[config.mk]
export PLATFORM = sky130hd
export DESIGN_NAME = node_cfg_status
export DESIGN_NICKNAME = d
export VERILOG_FILES = /design/src/design/blink_gen.v /design/src/design/node_cfg_status.v
export VERILOG_INCLUDE_DIRS = /design/src /design/src/common
export SDC_FILE = /design/constraint.sdc
export NUM_CORES = 1
export LEC_CHECK = 0
export ABC_AREA = 1
export BUFFER_PORTS_ARGS = -buffer_cell sky130_fd_sc_hd__buf_2
export CAP_MARGIN = 20
export CORE_ASPECT_RATIO = 1.75
export CORE_MARGIN = 4
export CORE_UTILIZATION = 55
export DETAILED_ROUTE_END_ITERATION = 16
export PLACE_DENSITY = 0.78
export REMOVE_ABC_BUFFERS = 1
export SKIP_LAST_GASP = 1
export SYNTH_ARGS = -nofsm -noshare
export SYNTH_HDL_FRONTEND = slang
export SYNTH_SLANG_ARGS = --single-unit
[constraint.sdc]
create_clock -name clk_sys -period 2.5 [get_ports clk_sys]
set_input_delay 0.5 -clock clk_sys [delete_from_list [all_inputs] [get_ports clk_sys]]
set_output_delay 0.5 -clock clk_sys [all_outputs]
set_load 0.01 [all_outputs]
[src/common/node_cfg_map.vh]
// constants for the fieldbus node configuration and status block
// assumes inclusion by bare name from design files; definitions only
`ifndef NODE_CFG_MAP_VH
`define NODE_CFG_MAP_VH

// largest station address the switches may select directly
`define ADDR_SW_MAX        7'h3F
// stored station address after reset, forces switch or bus setup
`define STORED_ADDR_RST    7'h3F
// largest bit-rate code the switch may select directly
`define RATE_SW_MAX        2'h2
// bit-rate codes
`define RATE_125K          2'h0
`define RATE_250K          2'h1
`define RATE_500K          2'h2
// bus object identifiers
`define OBJ_CLASS_LINK     8'h03
`define OBJ_ATTR_ADDR      8'h01
`define OBJ_ATTR_RATE      8'h02
`define OBJ_CLASS_STORE    8'h25
`define OBJ_ATTR_SAVE      8'h65
// led codes: off, green, blink green, blink red, red
`define LED_OFF            3'h0
`define LED_GREEN          3'h1
`define LED_GREEN_BLINK    3'h2
`define LED_RED_BLINK      3'h3
`define LED_RED            3'h4
// register indices on the plain register port
`define REG_CTRL           4'h0
`define REG_STATUS         4'h1
`define REG_STORED_ADDR    4'h2
`define REG_STORED_RATE    4'h3
`define REG_ACTIVE         4'h4
`define REG_LED            4'h5
// control register bit positions
`define CTRL_ONLINE        0
`define CTRL_DUP_DONE      1
`define CTRL_CONN          2
`define CTRL_MASTER        3
`define CTRL_CFG_OK        4
`define CTRL_RECOV_ERR     5
`define CTRL_IO_WAIT       6
`define CTRL_FATAL         7
`define CTRL_DUP_FOUND     8
`define CTRL_BUS_OFF       9
// status bit positions
`define STAT_PEND_ADDR     0
`define STAT_PEND_RATE     1
`define STAT_SAVED         2
// blink half period in ns and in 10 ns clock cycles
`define BLINK_HALF_NS      500000000
`define CLK_PERIOD_NS      10
`define BLINK_HALF_CYC     (`BLINK_HALF_NS / `CLK_PERIOD_NS)

`endif

[src/design/blink_gen.v]
// free-running blink phase generator for the status led
// assumes one clock; half period given in cycles by parameter
`timescale 1ns/100ps
module blink_gen #(
    parameter HALF_CYC = 50000000   // cycles per half period
) (
    input  wire clk_sys,            // system clock
    input  wire rst,                // synchronous reset, active high
    output reg  phase_reg           // blink phase, high = lit
);
    reg [31:0] cnt_reg;             // half period counter

    // count cycles, toggle phase at each half period
    always @(posedge clk_sys) begin
        if (rst) begin
            cnt_reg   <= 32'h0;
            phase_reg <= 1'b0;
        end else if (cnt_reg >= HALF_CYC - 1) begin
            cnt_reg   <= 32'h0;
            phase_reg <= ~phase_reg;
        end else begin
            cnt_reg <= cnt_reg + 32'h1;
        end
    end
endmodule

[src/design/node_cfg_status.v]
// station address, bit rate and combined status led of a fieldbus node
// assumes one clock; switches and node state come from outside
// (switches are pins, synchronised here); firmware uses register port
//
// Behaviour
// - led dark until online after address check, except when a steady red fault is set
// - steady green when fully operational with master
// - blink green when online but not configured
// - blink red on recoverable error or timeout
// - steady red on fatal fault or bus-off
// - switches 0..63 give address directly
// - switches above 63 use stored address
// - bus may write address when switches above 63
// - rate switch 0,1,2 gives 125/250/500 kbit/s
// - rate switch above 2 uses stored rate
// - bus may write rate code 0..2
// - bus changes apply after save and restart
//
// Decided for this implementation: the register offsets and the plain strobed port.
`timescale 1ns/100ps
`include "node_cfg_map.vh"
module node_cfg_status #(
    parameter BLINK_HALF = `BLINK_HALF_CYC  // blink half period, cycles
) (
    input  wire       clk_sys,          // system clock, 100 MHz
    input  wire       rst,              // synchronous reset, active high
    input  wire [3:0] address_tens_switch,  // tens digit, bcd
    input  wire [3:0] address_units_switch, // units digit, bcd
    input  wire [3:0] rate_switch,      // bit-rate switch value
    input  wire       drive_restart_cmd,    // restart pulse from firmware
    input  wire       obj_wr,           // bus object write strobe
    input  wire [7:0] obj_class,        // bus object class
    input  wire [7:0] obj_attr,         // bus object attribute
    input  wire [7:0] obj_data,         // bus object data
    input  wire [3:0] reg_addr,         // register index
    input  wire [15:0] reg_wdata,       // register write data
    input  wire       reg_wr,           // register write strobe
    input  wire       reg_rd,           // register read strobe
    output reg  [15:0] reg_rdata,       // read data, cycle after strobe
    output reg  [6:0] station_address,  // address in use
    output reg  [1:0] bit_rate,         // rate code in use
    output reg        led_green,        // status led green element
    output reg        led_red           // status led red element
);
    // synchroniser stages for switch pins
    reg [11:0] sw_s1_reg;               // first stage, read only by second
    reg [11:0] sw_s2_reg;               // second stage
    // software registers
    reg [9:0]  ctrl_reg;                // node state bits from firmware
    reg [6:0]  stored_addr_reg;         // stored station address
    reg [1:0]  stored_rate_reg;         // stored bit-rate code
    reg [6:0]  pend_addr_reg;           // bus-written address, not yet saved
    reg [1:0]  pend_rate_reg;           // bus-written rate, not yet saved
    reg        pend_addr_v_reg;         // pending address valid
    reg        pend_rate_v_reg;         // pending rate valid
    reg        saved_reg;               // save seen since last restart
    reg [2:0]  led_state_reg;           // current led code
    // combinational
    reg [2:0]  led_state_next;          // next led code
    wire [6:0] sw_addr;                 // decoded switch address
    wire       sw_addr_ok;              // switches within direct range
    wire       sw_rate_ok;              // rate switch within direct range
    wire       blink_phase;             // shared blink phase
    wire       store_save;              // save request from bus

    // bcd digits to binary address
    function [6:0] bcd_to_bin;
        input [3:0] tens;
        input [3:0] units;
        begin
            // keep all four tens bits: 80 and 90 must not wrap into range
            bcd_to_bin = {tens[3:0], 3'h0} + {2'h0, tens[3:0], 1'h0}
                         + {3'h0, units};
        end
    endfunction

    // decode whether a bus write hits given class and attribute
    function obj_hit;
        input [7:0] cls;
        input [7:0] att;
        input [7:0] want_cls;
        input [7:0] want_att;
        begin
            obj_hit = (cls == want_cls) && (att == want_att);
        end
    endfunction

    blink_gen #(
        .HALF_CYC (BLINK_HALF)
    ) u_blink (
        .clk_sys   (clk_sys),
        .rst       (rst),
        .phase_reg (blink_phase)
    );

    // two-flop synchroniser for all switch pins
    always @(posedge clk_sys) begin
        if (rst) begin
            sw_s1_reg <= 12'h0;
            sw_s2_reg <= 12'h0;
        end else begin
            sw_s1_reg <= {rate_switch, address_tens_switch,
                          address_units_switch};
            sw_s2_reg <= sw_s1_reg;
        end
    end

    // tens above 9 or units above 9 count as out of range
    assign sw_addr    = bcd_to_bin(sw_s2_reg[7:4], sw_s2_reg[3:0]);
    assign sw_addr_ok = (sw_s2_reg[7:4] <= 4'h9) && (sw_s2_reg[3:0] <= 4'h9)
                        && (sw_addr <= `ADDR_SW_MAX);
    assign sw_rate_ok = (sw_s2_reg[11:8] <= {2'h0, `RATE_SW_MAX});
    assign store_save = obj_wr && obj_hit(obj_class, obj_attr,
                        `OBJ_CLASS_STORE, `OBJ_ATTR_SAVE);

    // register writes, bus object writes and save/restart sequence
    always @(posedge clk_sys) begin
        if (rst) begin
            ctrl_reg        <= 10'h0;
            stored_addr_reg <= `STORED_ADDR_RST;
            stored_rate_reg <= `RATE_125K;
            pend_addr_reg   <= 7'h0;
            pend_rate_reg   <= `RATE_125K;
            pend_addr_v_reg <= 1'b0;
            pend_rate_v_reg <= 1'b0;
            saved_reg       <= 1'b0;
        end else begin
            // firmware register writes
            if (reg_wr) begin
                case (reg_addr)
                    `REG_CTRL: begin
                        ctrl_reg <= reg_wdata[9:0];
                    end
                    `REG_STORED_ADDR: begin
                        stored_addr_reg <= reg_wdata[6:0];
                    end
                    `REG_STORED_RATE: begin
                        if (reg_wdata[1:0] <= `RATE_SW_MAX) begin
                            stored_rate_reg <= reg_wdata[1:0];
                        end
                    end
                    default: begin
                    end
                endcase
            end
            // bus address write only honoured with switches out of range
            if (obj_wr && !sw_addr_ok && obj_hit(obj_class, obj_attr,
                `OBJ_CLASS_LINK, `OBJ_ATTR_ADDR)
                && obj_data[6:0] <= `ADDR_SW_MAX && obj_data[7] == 1'b0) begin
                pend_addr_reg   <= obj_data[6:0];
                pend_addr_v_reg <= 1'b1;
            end
            // bus rate write, code 0..2 only
            if (obj_wr && !sw_rate_ok && obj_hit(obj_class, obj_attr,
                `OBJ_CLASS_LINK, `OBJ_ATTR_RATE)
                && obj_data <= {6'h0, `RATE_SW_MAX}) begin
                pend_rate_reg   <= obj_data[1:0];
                pend_rate_v_reg <= 1'b1;
            end
            // save copies pending values into storage
            if (store_save) begin
                saved_reg <= 1'b1;
                if (pend_addr_v_reg) begin
                    stored_addr_reg <= pend_addr_reg;
                    pend_addr_v_reg <= 1'b0;
                end
                if (pend_rate_v_reg) begin
                    stored_rate_reg <= pend_rate_reg;
                    pend_rate_v_reg <= 1'b0;
                end
            end else if (drive_restart_cmd) begin
                saved_reg <= 1'b0;
            end
        end
    end

    // values in use latched only at restart; reset loads address 0 and rate 125K
    always @(posedge clk_sys) begin
        if (rst) begin
            station_address <= 7'h0;
            bit_rate        <= `RATE_125K;
        end else if (drive_restart_cmd) begin
            if (sw_addr_ok) begin
                station_address <= sw_addr;
            end else begin
                station_address <= stored_addr_reg;
            end
            if (sw_rate_ok) begin
                bit_rate <= sw_s2_reg[9:8];
            end else begin
                bit_rate <= stored_rate_reg;
            end
        end
    end

    // led state with fixed priority
    always @* begin
        if (ctrl_reg[`CTRL_FATAL] || ctrl_reg[`CTRL_DUP_FOUND]
            || ctrl_reg[`CTRL_BUS_OFF]) begin
            led_state_next = `LED_RED;
        end else if (!ctrl_reg[`CTRL_ONLINE]
                     || !ctrl_reg[`CTRL_DUP_DONE]) begin
            led_state_next = `LED_OFF;
        end else if (ctrl_reg[`CTRL_RECOV_ERR]
                     || ctrl_reg[`CTRL_IO_WAIT]) begin
            led_state_next = `LED_RED_BLINK;
        end else if (!ctrl_reg[`CTRL_CONN] || !ctrl_reg[`CTRL_MASTER]
                     || !ctrl_reg[`CTRL_CFG_OK]) begin
            led_state_next = `LED_GREEN_BLINK;
        end else begin
            led_state_next = `LED_GREEN;
        end
    end

    // drive led elements from registers
    always @(posedge clk_sys) begin
        if (rst) begin
            led_state_reg <= `LED_OFF;
            led_green     <= 1'b0;
            led_red       <= 1'b0;
        end else begin
            led_state_reg <= led_state_next;
            case (led_state_next)
                `LED_GREEN: begin
                    led_green <= 1'b1;
                    led_red   <= 1'b0;
                end
                `LED_GREEN_BLINK: begin
                    led_green <= blink_phase;
                    led_red   <= 1'b0;
                end
                `LED_RED_BLINK: begin
                    led_green <= 1'b0;
                    led_red   <= blink_phase;
                end
                `LED_RED: begin
                    led_green <= 1'b0;
                    led_red   <= 1'b1;
                end
                default: begin
                    led_green <= 1'b0;
                    led_red   <= 1'b0;
                end
            endcase
        end
    end

    // register read port, data one cycle after strobe
    always @(posedge clk_sys) begin
        if (rst) begin
            reg_rdata <= 16'h0;
        end else if (reg_rd) begin
            case (reg_addr)
                `REG_CTRL:        reg_rdata <= {6'h0, ctrl_reg};
                `REG_STATUS:      reg_rdata <= {13'h0, saved_reg,
                                      pend_rate_v_reg, pend_addr_v_reg};
                `REG_STORED_ADDR: reg_rdata <= {9'h0, stored_addr_reg};
                `REG_STORED_RATE: reg_rdata <= {14'h0, stored_rate_reg};
                `REG_ACTIVE:      reg_rdata <= {7'h0, bit_rate,
                                      station_address};
                `REG_LED:         reg_rdata <= {13'h0, led_state_reg};
                default:          reg_rdata <= 16'h0;
            endcase
        end else begin
            reg_rdata <= 16'h0;
        end
    end
endmodule

==> qor.csv <==
metric,value,unit
Required @ worst endpoint,2740,ps
"count leader, synth",nand2_1,
"top cells by count, synth","nand2_1, nor2_1, inv_1",
Critical Path Fanout Max,21,
cell row count,46,
top_reg_cell synth,dfxtp_1,
Hold Startpoint,address_tens_switch[3],
register area share after synthesis,0.4351,
Yosys cell types,44,
DRT iter0 DRCs,145,
initial antenna violation count,0,
GRT Overall Usage,0.2196,
Initial Util,0.5667,
"EDFF count, synth",0,
Synth Area per Inst,7.290,sq um
vias per cell,4.996,
Layout Skew,5.170,ps
CTS tree,done,
Die X,81.18,um
"Clk pin slew, worst setup/hold paths",70,ps
fillers,815,
Finished Layout Cells,915,
Syn-to-layout area delta,15.83,%
largest family of logic cells by synthesized area,simple AND/OR/NAND/NOR gates,
Pleak,2.745,nW
critical-path cell list,fa_1 -> fa_1 -> nand3_2 -> nand3_1 -> nand2_2 -> nand3_1 -> buf_12 -> a21oi_1 -> nor2_1,
Crit. End Element,flop,
cell family with the largest share of critical-path delay,adder cells,
post-synthesis mux area share,0,
clock buffer depth,2,
Port Buffers,76,
final hold vios,0,
min Tclk post-route,2354,ps
Reg area,2242,sq um
outcome,"finished, final reports clean",
die area,11040,sq um
critical path launch point,sw_s2_reg[6]$_SDFF_PP0_,
residual DRC count,0,
Max-Cap Viols,0,
Root Buffer,clkbuf_16,
Synth Cell Area,5154,sq um
Placed Instances,896,
maximum vdd drop,0.5069,mV
Critical Path Max Stage Delay,530,ps
#FFs+latches synth,112,
gpl congestion,0.9055,
Area after DPL,5642,sq um
Max Slew Vio Count,0,
CTS buffer count,9,
multi-input logic area,2389,sq um
kind of critical path,flop to flop,
Slew @ Worst Pin,512.2,ps
WL per Instance,12.60,um
n_diodes,0,
Synth top area share,0.4351,
max FFs per register,32,
PnR Total Power,3.488,mW
"top cells by area, synth","dfxtp_1, nand2_1, nor2_1",
pin count of the biggest net entering global routing,36,
Final HPWL DP,9047,um
Compound-Gate Fraction of Synth Area,0.09250,
ANT nets after route,0,
post-synthesis simple-gate area fraction,0.3197,
Layout Nets,862,
gr ovfl total,0,
"area leader, netlist",dfxtp_1,
IO Count,89,
first-pass GRT wire length,18620,um
Slew HR,0.6575,
Syn Inst Count,707,
Vias,4571,
fin util,0.6564,
Adder-Cell Fraction of Synth Area,0.02719,
Final setup violation count,0,
number of detailed-route iterations in the first pass,4,
CP bufs+invs,1,
Worst R2R Start,sw_s2_reg[6]$_SDFF_PP0_,
core area,9094,sq um
vias in the first global route,4434,
Worst-Skew Late Latency,340,ps
Crit-path slowest cell,fa_1,
post-cts hold buffer count,0,
Async SR Flop Fraction,0,
post-route cell area,5969,sq um
Synth Area in XOR/XNOR,0.01190,
Syn. warnings,0,
Sink Count,112,
Die Y,136.1,um
pwr dens,584.2,nW/um^2
f_max,424.9,MHz
DRT Wirelength,11530,um
period utilization,0.9415,
CP arrival,2590,ps
CTS H-tree lvls,3,
worst hold path type,input pin to flop,
share of post-route cells with drive strength above 1,0.1736,
CP Launch Type,flop,
[final cells by class]
class	count	share of cell area
multi-input combinational	466	0.4001
clock inverter	6	0.009851
clock buffer	10	0.03836
inverter	118	0.07420
sequential	112	0.3756
tap	120	0.02515
timing repair buffer	83	0.07671
[through the flow]
step / setup slack, ps / TNS [ps] / hold slack [ps]
detailed placement: 143.7 / 0 / 393.8
global route: -16.00 / -19.43 / 353.8
CTS: 122.0 / 0 / 342.7
global placement: 223.5 / 0 / 391.8
finish: 146.2 / 0 / 353.0
floorplan: 59.54 / 0 / 388.3
[layout by cell type (no fill, tap or decap), types with 4 or more instances in the layout]
cell type  instances
buf_2             76
o221ai_1           4
clkinv_2           4
nor3_1            11
nor2_4             6
inv_1            113
nor3b_2            5
nand3b_1           5
a21oi_1           41
xnor2_1            4
ha_1               8
buf_4              5
nand2_2            7
nand3_2            4
dfxtp_1          112
nand2_1          126
nand4_1           13
nand3_1           45
clkbuf_16          9
o21ai_0           23
nor2_2             5
nor2_1           114
conb_1            12
[per-layer routing]
| layer | vias to the layer above | part of all wire | GRT usage |
|---|---|---|---|
| met5 | - | 0 | 0 |
| met2 | 124 | 0.56 | 0.4227 |
| li1 | 2375 | - | - |
| met4 | 0 | 0.038 | 0.1278 |
| met3 | 34 | 0.042 | 0.04377 |
| met1 | 2038 | 0.36 | 0.2040 |
[timing repair]
item / 4_1_cts / 5_1_grt
setup buffers: 0 / 3
setup endpoints to repair: 0 / 7
endpoints found under the hold margin: 0 / 0
resized for setup: 0 / 3
[power breakdown]
part           internal, mW  switching [mW]  total [mW]
sequential             1.83          0.0222        1.85
clock                 0.774           0.613        1.39
combinational         0.102           0.151       0.254
[final timing paths]
| kind | endpoint | slack (ps) | depth (start not counted) |
|---|---|---|---|
| worst max-delay path | pend_addr_reg[5]$_SDFFE_PP0P_ | 150 | 9 |
| worst min-delay path | sw_s1_reg[7]$_SDFF_PP0_ | 350 | 3 |
| worst max register to register | pend_addr_reg[5]$_SDFFE_PP0P_ | 150 | 9 |
| worst min register to register | sw_s2_reg[9]$_SDFF_PP0_ | 400 | 2 |
[tightest hold or removal path: cells and delay by family]
kind          cells  cell delay, ps
simple gates      1              60
buf+inv           2             100
[cell families after synthesis]
group | Yosys count
compound gates | 85
buf+inv | 140
xor+xnor | 7
other cells | 1
flops | 112
simple gates | 352
fa+ha+maj | 10
Note: power is estimated with default switching activity, not from simulation.
